File: config.mk
export PLATFORM = sky130hd
export DESIGN_NAME = ttc_top
export DESIGN_NICKNAME = d
export VERILOG_FILES = /design/src/rtl/ttc_pkg.sv /design/src/rtl/ttc_sync.sv /design/src/rtl/ttc_prescale.sv /design/src/rtl/ttc_top.sv
export SDC_FILE = /design/constraint.sdc
export NUM_CORES = 1
export LEC_CHECK = 0
export BUFFER_PORTS_ARGS = -buffer_cell sky130_fd_sc_hd__buf_2
export CORE_ASPECT_RATIO = 2
export CORE_MARGIN = 2
export CORE_UTILIZATION = 40
export CTS_BUF_LIST = sky130_fd_sc_hd__clkbuf_16
export CTS_CLUSTER_SIZE = 8
export DETAILED_ROUTE_END_ITERATION = 12
export GPL_TIMING_DRIVEN = 1
export SLEW_MARGIN = 20
export SYNTH_ARGS = -nofsm -noshare
export SYNTH_HDL_FRONTEND = slang
export SYNTH_SLANG_ARGS = --single-unit
export TNS_END_PERCENT = 5
File: constraint.sdc
create_clock -name clk_i -period 6.8 [get_ports clk_i]
set_input_delay 0.68 -clock clk_i [delete_from_list [all_inputs] [get_ports clk_i]]
set_output_delay 0.68 -clock clk_i [all_outputs]
set_load 0.01 [all_outputs]
File: src/rtl/ttc_pkg.sv
// constants and carrier types for the triple timer/counter block
package ttc_pkg;

  // ****************************************************
  // register byte addresses
  // ****************************************************
  localparam logic [7:0] OFF_MODE = 8'h00;
  localparam logic [7:0] OFF_CTRL = 8'h04;
  localparam logic [7:0] OFF_C0L = 8'h08;
  localparam logic [7:0] OFF_C0H = 8'h0C;
  localparam logic [7:0] OFF_C1L = 8'h10;
  localparam logic [7:0] OFF_C1H = 8'h14;
  localparam logic [7:0] OFF_COUNTER_TWO_CONTROL = 8'h18;
  localparam logic [7:0] OFF_COUNTER_TWO_MODE_REG = 8'h1C;
  localparam logic [7:0] OFF_RLL = 8'h20;
  localparam logic [7:0] OFF_RLH = 8'h24;
  localparam logic [7:0] OFF_C2L = 8'h28;
  localparam logic [7:0] OFF_C2H = 8'h2C;
  localparam logic [7:0] OFF_STS = 8'h30;
  localparam logic [7:0] OFF_MSK = 8'h34;
  localparam logic [7:0] OFF_CFG = 8'h38;

  // ****************************************************
  // field positions
  // ****************************************************
  localparam int MD0_GATE = 3;
  localparam int MD0_CT = 2;
  localparam int MD1_GATE = 7;
  localparam int MD1_CT = 6;
  localparam int CTL_TF1 = 7;
  localparam int CTL_TR1 = 6;
  localparam int CTL_TF0 = 5;
  localparam int CTL_TR0 = 4;
  localparam int T2_TF2 = 7;
  localparam int T2_EXF2 = 6;
  localparam int T2_RCLK = 5;
  localparam int T2_TCLK = 4;
  localparam int T2_EXEN2 = 3;
  localparam int T2_TR2 = 2;
  localparam int T2_CT2 = 1;
  localparam int T2_CPRL2 = 0;
  localparam int T2M_OE = 1;
  localparam int STS_OV0 = 0;
  localparam int STS_OV1 = 1;
  localparam int STS_OV2 = 2;
  localparam int STS_EXT2 = 3;
  localparam int CFG_SIX = 0;

  // ****************************************************
  // modes and timing
  // ****************************************************
  localparam logic [1:0] MD_13 = 2'h0;
  localparam logic [1:0] MD_16 = 2'h1;
  localparam logic [1:0] MD_AR8 = 2'h2;
  localparam logic [1:0] MD_SPLIT = 2'h3;
  localparam logic [3:0] MC_CLK12 = 4'hC;
  localparam logic [3:0] MC_CLK6 = 4'h6;
  localparam logic [4:0] MAX13_LO = 5'h1F;
  localparam logic [7:0] MAX8 = 8'hFF;
  localparam logic [15:0] MAX16 = 16'hFFFF;
  localparam int PIN_W = 6;
  localparam int PIN_CNT0 = 0;
  localparam int PIN_CNT1 = 1;
  localparam int PIN_EXT_IRQ_PIN_ZERO = 2;
  localparam int PIN_EXT_IRQ_PIN_ONE = 3;
  localparam int PIN_TRIG = 4;
  localparam int PIN_CLK2 = 5;

  // ****************************************************
  // complete block state
  // ****************************************************
  typedef struct packed {
    logic [7:0] mode;
    logic [7:0] ctrl;
    logic [7:0] c0l;
    logic [7:0] c0h;
    logic [7:0] c1l;
    logic [7:0] c1h;
    logic [7:0] counter_two_control;
    logic [7:0] counter_two_mode_reg;
    logic [7:0] rll;
    logic [7:0] rlh;
    logic [7:0] c2l;
    logic [7:0] c2h;
    logic [3:0] sts;
    logic [3:0] msk;
    logic six_clk;
    logic gate0_on;
    logic gate1_on;
    logic clkout;
    logic clkoe;
    logic baud_tick;
    logic irq;
    logic ack;
    logic [31:0] dat;
  } ttc_state_t;

endpackage

File: src/rtl/ttc_sync.sv
// three-stage pin synchroniser with filtered level and falling-edge pulse
module ttc_sync import ttc_pkg::*; #(
  parameter int W = PIN_W
) (
  input wire logic clk_i,
  input wire logic rst_i,
  input wire logic [W-1:0] pin_i,
  output logic [W-1:0] level_o,
  output logic [W-1:0] fall_o
);

  // ****************************************************
  // per pin: a change counts once stages two and three agree
  // ****************************************************
  genvar g;
  generate
    for (g = 0; g < W; g++) begin : g_pin
      logic s1_ff;
      logic s2_ff;
      logic s3_ff;
      logic lvl_ff;
      logic fall_ff;
      always_ff @(posedge clk_i) begin
        if (rst_i) begin
          s1_ff <= 1'b1;
          s2_ff <= 1'b1;
          s3_ff <= 1'b1;
          lvl_ff <= 1'b1;
          fall_ff <= 1'b0;
        end else begin
          s1_ff <= pin_i[g];
          s2_ff <= s1_ff;
          s3_ff <= s2_ff;
          fall_ff <= (s2_ff == s3_ff) && lvl_ff && !s2_ff;
          if (s2_ff == s3_ff) begin
            lvl_ff <= s2_ff;
          end
        end
      end
      assign level_o[g] = lvl_ff;
      assign fall_o[g] = fall_ff;
    end
  endgenerate

endmodule

File: src/rtl/ttc_prescale.sv
// machine-cycle and osc/2 or osc/1 tick generator for 12 or 6 clocks per cycle
module ttc_prescale import ttc_pkg::*; (
  input wire logic clk_i,
  input wire logic rst_i,
  input wire logic six_clk_i,
  output logic mc_tick_o,
  output logic fast_tick_o
);

  logic [3:0] cnt_ff;
  logic [3:0] lim;

  assign lim = six_clk_i ? MC_CLK6 : MC_CLK12;
  assign mc_tick_o = (cnt_ff == lim - 4'h1);
  // clock-out and baud modes count at osc/2 or osc/1
  assign fast_tick_o = six_clk_i | cnt_ff[0];

  always_ff @(posedge clk_i) begin
    if (rst_i) begin
      cnt_ff <= 4'h0;
    end else if (mc_tick_o || cnt_ff >= lim) begin
      cnt_ff <= 4'h0;
    end else begin
      cnt_ff <= cnt_ff + 4'h1;
    end
  end

endmodule

File: src/rtl/ttc_top.sv
// three 16-bit timer/counters with clock output behind a wishbone slave
// Contract
// - three 16-bit counters as byte pairs
// - counter zero mode from mode low nibble
// - internal control runs counter zero by run bit
// - gated zero toggles on pin zero fall
// - counter one mode from high nibble
// - counter one run bit, gated by pin one
// - counter two control and mode register select its mode
// - without trigger, reload only on overflow
// - trigger pin fall reloads/captures, not baud
// - shared pin is count input or clock
// - clock out toggles each reload overflow
// - clock-out and baud roll-overs raise no overflow flag
// - baud and clock out run together
// - default twelve clocks, six on command
module ttc_top import ttc_pkg::*; (
  input wire logic clk_i,
  input wire logic rst_i,
  input wire logic wb_cyc_i,
  input wire logic wb_stb_i,
  input wire logic wb_we_i,
  input wire logic [7:0] wb_adr_i,
  input wire logic [3:0] wb_sel_i,
  input wire logic [31:0] wb_dat_i,
  output logic [31:0] wb_dat_o,
  output logic wb_ack_o,
  input wire logic count_pin_zero_i,
  input wire logic count_pin_one_i,
  input wire logic ext_irq_pin_zero_n_i,
  input wire logic ext_irq_pin_one_n_i,
  input wire logic counter_two_trigger_pin_n_i,
  input wire logic clk_pin_i,
  output logic clk_pin_o,
  output logic clk_pin_oe_o,
  output logic baud_tick_o,
  output logic irq_o
);

  ttc_state_t s;
  ttc_state_t n;
  logic [PIN_W-1:0] fall;
  logic mc_tick;
  logic fast_tick;
  logic wr_stb;
  logic rd_stb;
  logic [1:0] m0;
  logic [1:0] m1;
  logic inc0;
  logic inc1;
  logic inc2;
  logic t2_baud;
  logic t2_clko;
  logic t2_fast;
  logic trig2;

  // ****************************************************
  // pins and time base
  // ****************************************************
  ttc_sync #(.W(PIN_W)) u_sync (
    .clk_i(clk_i),
    .rst_i(rst_i),
    .pin_i({clk_pin_i, counter_two_trigger_pin_n_i, ext_irq_pin_one_n_i,
            ext_irq_pin_zero_n_i, count_pin_one_i, count_pin_zero_i}),
    .level_o(),
    .fall_o(fall)
  );

  ttc_prescale u_pre (
    .clk_i(clk_i),
    .rst_i(rst_i),
    .six_clk_i(s.six_clk),
    .mc_tick_o(mc_tick),
    .fast_tick_o(fast_tick)
  );

  // ****************************************************
  // step of an 8/13/16-bit counter pair: {ovf, hi, lo}
  // ****************************************************
  function automatic logic [16:0] step(input logic [1:0] md,
                                       input logic [7:0] lo,
                                       input logic [7:0] hi);
    logic [5:0] l5;
    logic [8:0] h9;
    logic [8:0] l9;
    logic [16:0] r;
    l5 = {1'b0, lo[4:0]} + 6'h01;
    h9 = {1'b0, hi} + {8'h00, l5[5]};
    l9 = {1'b0, lo} + 9'h001;
    case (md)
      MD_13: r = {h9, lo[7:5], l5[4:0]};
      MD_16: r = {1'b0, hi, lo} + 17'h00001;
      MD_AR8: r = {l9[8], hi, (l9[8] ? hi : l9[7:0])};
      default: r = {1'b0, hi, lo};
    endcase
    return r;
  endfunction

  // ****************************************************
  // register read mux
  // ****************************************************
  function automatic logic [7:0] rd(input ttc_state_t q,
                                    input logic [7:0] a);
    logic [7:0] v;
    case (a)
      OFF_MODE: v = q.mode;
      OFF_CTRL: v = q.ctrl;
      OFF_C0L: v = q.c0l;
      OFF_C0H: v = q.c0h;
      OFF_C1L: v = q.c1l;
      OFF_C1H: v = q.c1h;
      OFF_COUNTER_TWO_CONTROL: v = q.counter_two_control;
      OFF_COUNTER_TWO_MODE_REG: v = q.counter_two_mode_reg;
      OFF_RLL: v = q.rll;
      OFF_RLH: v = q.rlh;
      OFF_C2L: v = q.c2l;
      OFF_C2H: v = q.c2h;
      OFF_STS: v = {4'h0, q.sts};
      OFF_MSK: v = {4'h0, q.msk};
      OFF_CFG: v = {7'h00, q.six_clk};
      default: v = 8'h00;
    endcase
    return v;
  endfunction

  // ****************************************************
  // count enables
  // ****************************************************
  assign wr_stb = wb_cyc_i & wb_stb_i & wb_we_i & s.ack;
  assign rd_stb = wb_cyc_i & wb_stb_i & !wb_we_i & s.ack;
  assign m0 = s.mode[1:0];
  assign m1 = s.mode[5:4];
  // run by bit, gate toggle, edge or cycle
  assign inc0 = s.ctrl[CTL_TR0] & (!s.mode[MD0_GATE] | s.gate0_on) &
                (s.mode[MD0_CT] ? fall[PIN_CNT0] : mc_tick);
  // counter one halts in mode three
  assign inc1 = s.ctrl[CTL_TR1] & (!s.mode[MD1_GATE] | s.gate1_on) &
                (m1 != MD_SPLIT) &
                (s.mode[MD1_CT] ? fall[PIN_CNT1] : mc_tick);
  assign t2_baud = s.counter_two_control[T2_RCLK] | s.counter_two_control[T2_TCLK];
  assign t2_clko = s.counter_two_mode_reg[T2M_OE] & !s.counter_two_control[T2_CT2];
  // both fast modes share one count chain
  assign t2_fast = t2_baud | t2_clko;
  // shared pin is the count input when selected
  assign inc2 = s.counter_two_control[T2_TR2] & (s.counter_two_control[T2_CT2] ? fall[PIN_CLK2] :
                (t2_fast ? fast_tick : mc_tick));
  // trigger ignored while generating a baud rate
  assign trig2 = s.counter_two_control[T2_EXEN2] & !t2_baud & fall[PIN_TRIG];

  // ****************************************************
  // next state
  // ****************************************************
  always_comb begin
    logic [16:0] r;
    logic [8:0] h9;
    logic [16:0] c2;
    logic [3:0] set;
    r = 17'h00000;
    h9 = 9'h000;
    c2 = 17'h00000;
    set = 4'h0;
    n = s;
    n.baud_tick = 1'b0;
    // falling edge on pin zero switches gated counter
    if (!s.ctrl[CTL_TR0]) begin
      n.gate0_on = 1'b0;
    end else if (fall[PIN_EXT_IRQ_PIN_ZERO]) begin
      n.gate0_on = !s.gate0_on;
    end
    // falling edge on pin one switches gated counter
    if (!s.ctrl[CTL_TR1]) begin
      n.gate1_on = 1'b0;
    end else if (fall[PIN_EXT_IRQ_PIN_ONE]) begin
      n.gate1_on = !s.gate1_on;
    end
    if (inc0) begin
      if (m0 == MD_SPLIT) begin
        h9 = {1'b0, s.c0l} + 9'h001;
        r = {h9[8], s.c0h, h9[7:0]};
      end else begin
        r = step(m0, s.c0l, s.c0h);
      end
      n.c0l = r[7:0];
      n.c0h = r[15:8];
      set[STS_OV0] = r[16];
    end
    // upper half of split counter zero runs on run bit one
    if (m0 == MD_SPLIT && s.ctrl[CTL_TR1] && mc_tick) begin
      h9 = {1'b0, s.c0h} + 9'h001;
      n.c0h = h9[7:0];
      set[STS_OV1] = h9[8];
    end
    // counter one, its flag taken while zero is split
    if (inc1) begin
      r = step(m1, s.c1l, s.c1h);
      n.c1l = r[7:0];
      n.c1h = r[15:8];
      set[STS_OV1] = set[STS_OV1] | (r[16] & (m0 != MD_SPLIT));
    end
    // counter two reloads on overflow unless capturing outside the fast modes
    if (inc2) begin
      c2 = {1'b0, s.c2h, s.c2l} + 17'h00001;
      {n.c2h, n.c2l} = c2[15:0];
      if (c2[16]) begin
        if (!s.counter_two_control[T2_CPRL2] || t2_fast) begin
          {n.c2h, n.c2l} = {s.rlh, s.rll};
        end
        // no flag in clock-out or baud modes
        set[STS_OV2] = !t2_fast;
        // toggling per overflow halves the rate again
        n.clkout = t2_clko ? !s.clkout : 1'b0;
        n.baud_tick = t2_baud;
      end
    end
    if (trig2) begin
      if (s.counter_two_control[T2_CPRL2]) begin
        {n.rlh, n.rll} = {s.c2h, s.c2l};
      end else begin
        {n.c2h, n.c2l} = {s.rlh, s.rll};
      end
      set[STS_EXT2] = 1'b1;
    end
    if (!t2_clko) begin
      n.clkout = 1'b0;
    end
    // pin drives only in clock-out mode
    n.clkoe = t2_clko;
    // software writes override counting, low byte lane only
    if (wr_stb && wb_sel_i[0]) begin
      case (wb_adr_i)
        OFF_MODE: n.mode = wb_dat_i[7:0];
        OFF_CTRL: n.ctrl = wb_dat_i[7:0];
        OFF_C0L: n.c0l = wb_dat_i[7:0];
        OFF_C0H: n.c0h = wb_dat_i[7:0];
        OFF_C1L: n.c1l = wb_dat_i[7:0];
        OFF_C1H: n.c1h = wb_dat_i[7:0];
        OFF_COUNTER_TWO_CONTROL: n.counter_two_control = wb_dat_i[7:0];
        OFF_COUNTER_TWO_MODE_REG: n.counter_two_mode_reg = wb_dat_i[7:0];
        OFF_RLL: n.rll = wb_dat_i[7:0];
        OFF_RLH: n.rlh = wb_dat_i[7:0];
        OFF_C2L: n.c2l = wb_dat_i[7:0];
        OFF_C2H: n.c2h = wb_dat_i[7:0];
        OFF_MSK: n.msk = wb_dat_i[3:0];
        // six-clock command can only be switched on
        OFF_CFG: n.six_clk = s.six_clk | wb_dat_i[CFG_SIX];
        default: n.mode = n.mode;
      endcase
    end
    if (rd_stb && wb_adr_i == OFF_STS) begin
      n.sts = 4'h0;
    end
    // hardware sets win over any clear
    n.ctrl[CTL_TF0] = n.ctrl[CTL_TF0] | set[STS_OV0];
    n.ctrl[CTL_TF1] = n.ctrl[CTL_TF1] | set[STS_OV1];
    n.counter_two_control[T2_TF2] = n.counter_two_control[T2_TF2] | set[STS_OV2];
    n.counter_two_control[T2_EXF2] = n.counter_two_control[T2_EXF2] | set[STS_EXT2];
    n.sts = n.sts | set;
    n.irq = |(n.sts & n.msk);
    // bus: answer one cycle after the request, drop after one
    n.ack = wb_cyc_i & wb_stb_i & !s.ack;
    if (wb_cyc_i && wb_stb_i && !s.ack) begin
      n.dat = {24'h000000, rd(s, wb_adr_i)};
    end
  end

  always_ff @(posedge clk_i) begin
    if (rst_i) begin
      s <= '0;
    end else begin
      s <= n;
    end
  end

  assign wb_dat_o = s.dat;
  assign wb_ack_o = s.ack;
  assign clk_pin_o = s.clkout;
  assign clk_pin_oe_o = s.clkoe;
  assign baud_tick_o = s.baud_tick;
  assign irq_o = s.irq;
endmodule

==> out/summary.md <==
The run gives 3.423 nW as the static power due to leakage. The first element of the critical path is s[39]. Once the floorplan was initialized, standard cells occupied 40.60% of the core. The share of final-layout standard cells stronger than drive strength 1 is 11.27%.

The minimum setup slack in the final design was 3.690 ns; the pin slew with the least headroom to its limit was 1.204 ns. The net count of the finished layout is 1,215. The global router's overall resource usage is 27.41%, and the final routed wirelength across all metal layers is 34,090 um.

The average cell area after synthesis was 7.993 um^2. For the final weighted congestion of routability-driven global placement, the log shows 0.9559. The initial antenna violation count was 0. Traced cell by cell, the critical path runs through ha_1, nand3b_1, o21ai_0, nand2_1, o21ai_1, o2bb2ai_1, a211oi_1.

Static timing analysis puts the maximum clock frequency at 0.3216 GHz. In this run the tightest slew margin relative to its limit is 19.52%. The placeable core region is 0.02313 mm^2. In the routed design, unresolved DRC markers number 0. The cell count after synthesis is 1,175.

The run finished with clean final reports. Gates resized during post-CTS repair numbered 0. STA puts the critical path data arrival time at 3.40 ns.

The fraction of power consumed by sequential logic was 45.5%. For the final database, setup skew stands at 0.009911 ns. For this block, the initial DRC count from the detailed router was 739.

The tools report the number of buffers inserted for hold repair after clock tree synthesis as 0. End of the worst register-to-register path: s[50]. The area taken by flip-flops and latches was 0.003083 mm^2; the area of the multi-input gates was 0.005747 mm^2. For this run, the detailed router's first-pass iteration total came to 5. The clock passes through at most 2 buffers.

The switching share of total power came out at 27.60%. The worst setup path is captured at a register. The total of warnings raised by yosys was 0. Of all nets on the critical path, the largest fanout is 12.

The clock share of power was 49.4%. The area growth from synthesis to final layout was 8.034%. Required time of the critical path: 7.09 ns. Cell chosen for the clock root: sky130_fd_sc_hd__clkbuf_16. Max-cap violations in this run came to 0.

In the synthesized netlist the dominant register cell turns out to be sky130_fd_sc_hd__dfxtp_1. The remaining number of nets flagged by the antenna check after routing came out at 0. TritonCTS created 17 clock buffers.

The tools report the worst setup timing slack at the placement stage as 3.431 ns. The average via count per standard cell was 6.359. The tools report the layout filler cell count as 2,369. The biggest cell delay along the critical path came out at 0.63 ns. The worst supply voltage drop on vdd was 0.1440 mV; the average wire per cell in the routed design was 23.59 um. The run gives 1.468 mW as the design internal power. The logs give 0 ns for the sum of negative setup slack and 4 for the total number of H-tree levels. Setup repair after global routing left no endpoint under its margin. The run gives 0 as the max-slew violation count.

The tightest min-delay check is of the primary input to register type. The die area came out at 0.02480 mm^2. For the count of antenna diodes in the layout, the log shows 0.

The combinational group share of total power is 5.2%, and the cell area power density is 199.8 mW/mm^2. The worst setup path is of the register to register kind. The worst register-to-register path has a depth of 7. Summing the sequential cell areas from Yosys gives 32.83% of the chip area. Via count of the first global-routing pass: 8,705. After synthesis, the share of flip-flops with an asynchronous set or reset is 0%.

The total overflow left after global routing is 0. The routed design could run at a clock period as short as 3.110 ns. During placement, the flow inserted port buffers numbering 40.

The end of the critical path was s[50]. The analysis attributes to net switching a power of 0.5595 mW. The number of placement rows was 79. Entering global routing, the biggest net connects 93 pins.

The die width was 112.4 um. Clock-pin slew was measured on the worst setup and hold paths at 0.07 ns. The tools report the insertion delay of the later-clocked pin in the worst-skew pair as 0.45 ns. The slowest stage of the critical path is the sky130_fd_sc_hd__o21ai_0 cell.

The combined area of all synthesized cells came out at 0.009392 mm^2. The tree built by TritonCTS fans out to 154 sinks. After synthesis the netlist holds a flip-flop and latch count of 154.

For the final hold violation count, the log shows 0. The tools report the reg-to-reg startpoint as s[39]. Summed over all nets, the half-perimeter wirelength after detailed placement is 24,980 um.

Setup slack on the worst reg-to-reg path comes out at 3.69 ns. For this block, the via count after detailed routing is 9,189. The nature of the critical path startpoint is a register. Measured along the y axis, the die boundary spans 220.7 um. TritonCTS built the clock tree. The number of enable-type register cells in the synthesized netlist works out to 0.

The run gives 2.027 mW as the overall power after layout. Once the clock tree was built, the setup fixing pass inserted 0 buffers. The setup violation total in the final timing report came out at 0. The number of different library cells used by synthesis comes to 79. The first-pass GRT wire length is 51,540 um, and the number of primary I/O pins is 92. Fraction of the cycle the final worst path needs: 45.73%.
[cells in the mapped netlist, drive strengths merged, types with 5 or more instances]
library cell | count | share of area, %
nor2 | 159 | 6.6
dfxtp | 154 | 33
nand2 | 98 | 3.9
mux2i | 70 | 7.5
a21oi | 66 | 3.5
clkbuf | 62 | 2.5
buf | 52 | 3.7
nand3 | 39 | 2.1
nor3 | 39 | 2.1
o21ai | 39 | 2.1
a211oi | 35 | 2.8
inv | 25 | 1.0
or2 | 22 | 1.5
nand4 | 18 | 1.2
a22oi | 17 | 1.4
xnor2 | 16 | 1.5
a311oi | 14 | 1.3
nor4 | 14 | 1.5
a31oi | 12 | 0.80
and3 | 12 | 0.80
ha | 11 | 1.5
nor3b | 11 | 0.88
a21o | 10 | 0.80
o22ai | 10 | 0.67
and2 | 9 | 0.60
or3 | 9 | 0.60
o211ai | 8 | 0.64
o21bai | 8 | 0.64
a32oi | 7 | 0.65
nand3b | 7 | 0.56
nor2b | 7 | 0.47
o32ai | 7 | 0.65
mux2 | 6 | 0.72
o221ai | 6 | 0.56
o41ai | 6 | 0.56
or4 | 6 | 0.48
a221oi | 5 | 0.47
nand2b | 5 | 0.33
nor4b | 5 | 0.69
xor2 | 5 | 0.47
[per-layer routing]
| metal | routed length, um | GRT usage [%] | vias up |
|---|---|---|---|
| met4 | 3268 | 22.56 | 0 |
| met5 | 0 | 0 | - |
| li1 | - | - | 4227 |
| met3 | 1795 | 4.711 | 165 |
| met2 | 17580 | 50.08 | 425 |
| met1 | 11440 | 26.63 | 4372 |
[kinds of logic after synthesis]
family	share of synthesized area, %
buffers and inverters	7.248
and+or+nand+nor	25.67
muxes	9.139
xor gates and xnor gates	1.958
adders and majority gates	1.465
other	0.03993
AOI/OAI and AO/OA	21.65
DFF	32.83
[through the flow]
step,hold WS (ns),instances,util [%],instance area (um^2)
finish,0.4046,1445,43.87,10150
global route,0.3949,1445,43.87,10150
CTS,0.3924,1445,43.78,10130
detailed placement,0.3923,1413,41.11,9509
global placement,0.3928,1413,41.11,9509
floorplan,0.3895,1198,-,9478
[worst min path at each step]
stage               cells after the start                   from                    end  slack [ns]
detailed placement                      1  u_sync.g_pin[5].s1_ff  u_sync.g_pin[5].s2_ff        0.39
floorplan                               1  u_sync.g_pin[0].s1_ff  u_sync.g_pin[0].s2_ff        0.39
CTS                                     2              clk_pin_i  u_sync.g_pin[5].s1_ff        0.39
global route                            2   ext_irq_pin_zero_n_i  u_sync.g_pin[2].s1_ff        0.39
global placement                        1  u_sync.g_pin[4].s1_ff  u_sync.g_pin[4].s2_ff        0.39
finish                                  2   ext_irq_pin_zero_n_i  u_sync.g_pin[2].s1_ff        0.40
[worst max-delay path, delay by kind of cell (launching register included)]
family | cells | cell delay, ns
flops | 1 | 0.46
simple gates | 2 | 0.71
compound gates | 4 | 1.50
fa+ha+maj | 1 | 0.29
[power groups by stage]
| stage | Clock (mW) | Sequential (mW) | Combinational (mW) |
|---|---|---|---|
| 6_report | 1.00 | 0.922 | 0.105 |
| 5_1_grt | 1.04 | 0.923 | 0.111 |
| 4_1_cts | 1.01 | 0.921 | 0.102 |
| 3_5_place_dp | 0 | 0.942 | 0.102 |
| 3_3_place_gp | 0 | 0.942 | 0.102 |
| 2_1_floorplan | 0 | 0.935 | 0.0806 |
[area by class of cell]
class | count | share of cell area [%]
Sequential cell | 154 | 30.39
Timing Repair Buffer | 46 | 2.442
Clock buffer | 17 | 4.193
Clock inverter | 15 | 1.887
Tap cell | 283 | 3.490
Inverter | 26 | 0.9619
Multi-Input combinational cell | 904 | 56.64
[state kept, by name (all words and copies together), names as in the netlist, 2 cells and up]
register / cells
s: 103
wb_dat_o: 8
u_sync.g_pin.fall_ff: 6
u_sync.g_pin.lvl_ff: 6
u_sync.g_pin.s1_ff: 6
u_sync.g_pin.s2_ff: 6
u_sync.g_pin.s3_ff: 6
u_pre.cnt_ff: 4
m0: 2
m1: 2
[cells in the final DEF, fill, tap and decap left out, types with 7 or more instances in the layout]
cell                        count
sky130_fd_sc_hd__buf_4          7
sky130_fd_sc_hd__o21bai_1       8
sky130_fd_sc_hd__xnor2_1       16
sky130_fd_sc_hd__nand3b_1       7
sky130_fd_sc_hd__ha_1          11
sky130_fd_sc_hd__a21o_1        10
sky130_fd_sc_hd__a22oi_1       17
sky130_fd_sc_hd__o211ai_1       8
sky130_fd_sc_hd__a311oi_1      14
sky130_fd_sc_hd__o22ai_1       10
sky130_fd_sc_hd__or2_2         21
sky130_fd_sc_hd__a31oi_1       12
sky130_fd_sc_hd__conb_1        24
sky130_fd_sc_hd__clkbuf_16     17
sky130_fd_sc_hd__mux2i_1       70
sky130_fd_sc_hd__and2_1         9
sky130_fd_sc_hd__nor4_1        10
sky130_fd_sc_hd__and3_1        12
sky130_fd_sc_hd__o21ai_0       36
sky130_fd_sc_hd__nor2b_1        7
sky130_fd_sc_hd__nor2_1       153
sky130_fd_sc_hd__a32oi_1        7
sky130_fd_sc_hd__or3_1          9
sky130_fd_sc_hd__nand2_1       98
sky130_fd_sc_hd__buf_2         39
sky130_fd_sc_hd__nand3_1       39
sky130_fd_sc_hd__o32ai_1        7
sky130_fd_sc_hd__dfxtp_1      154
sky130_fd_sc_hd__nor3_1        38
sky130_fd_sc_hd__inv_1         25
sky130_fd_sc_hd__a21oi_1       66
sky130_fd_sc_hd__nor3b_1       11
sky130_fd_sc_hd__nand4_1       18
sky130_fd_sc_hd__a211oi_1      35
(Power assumes the default switching activity.)
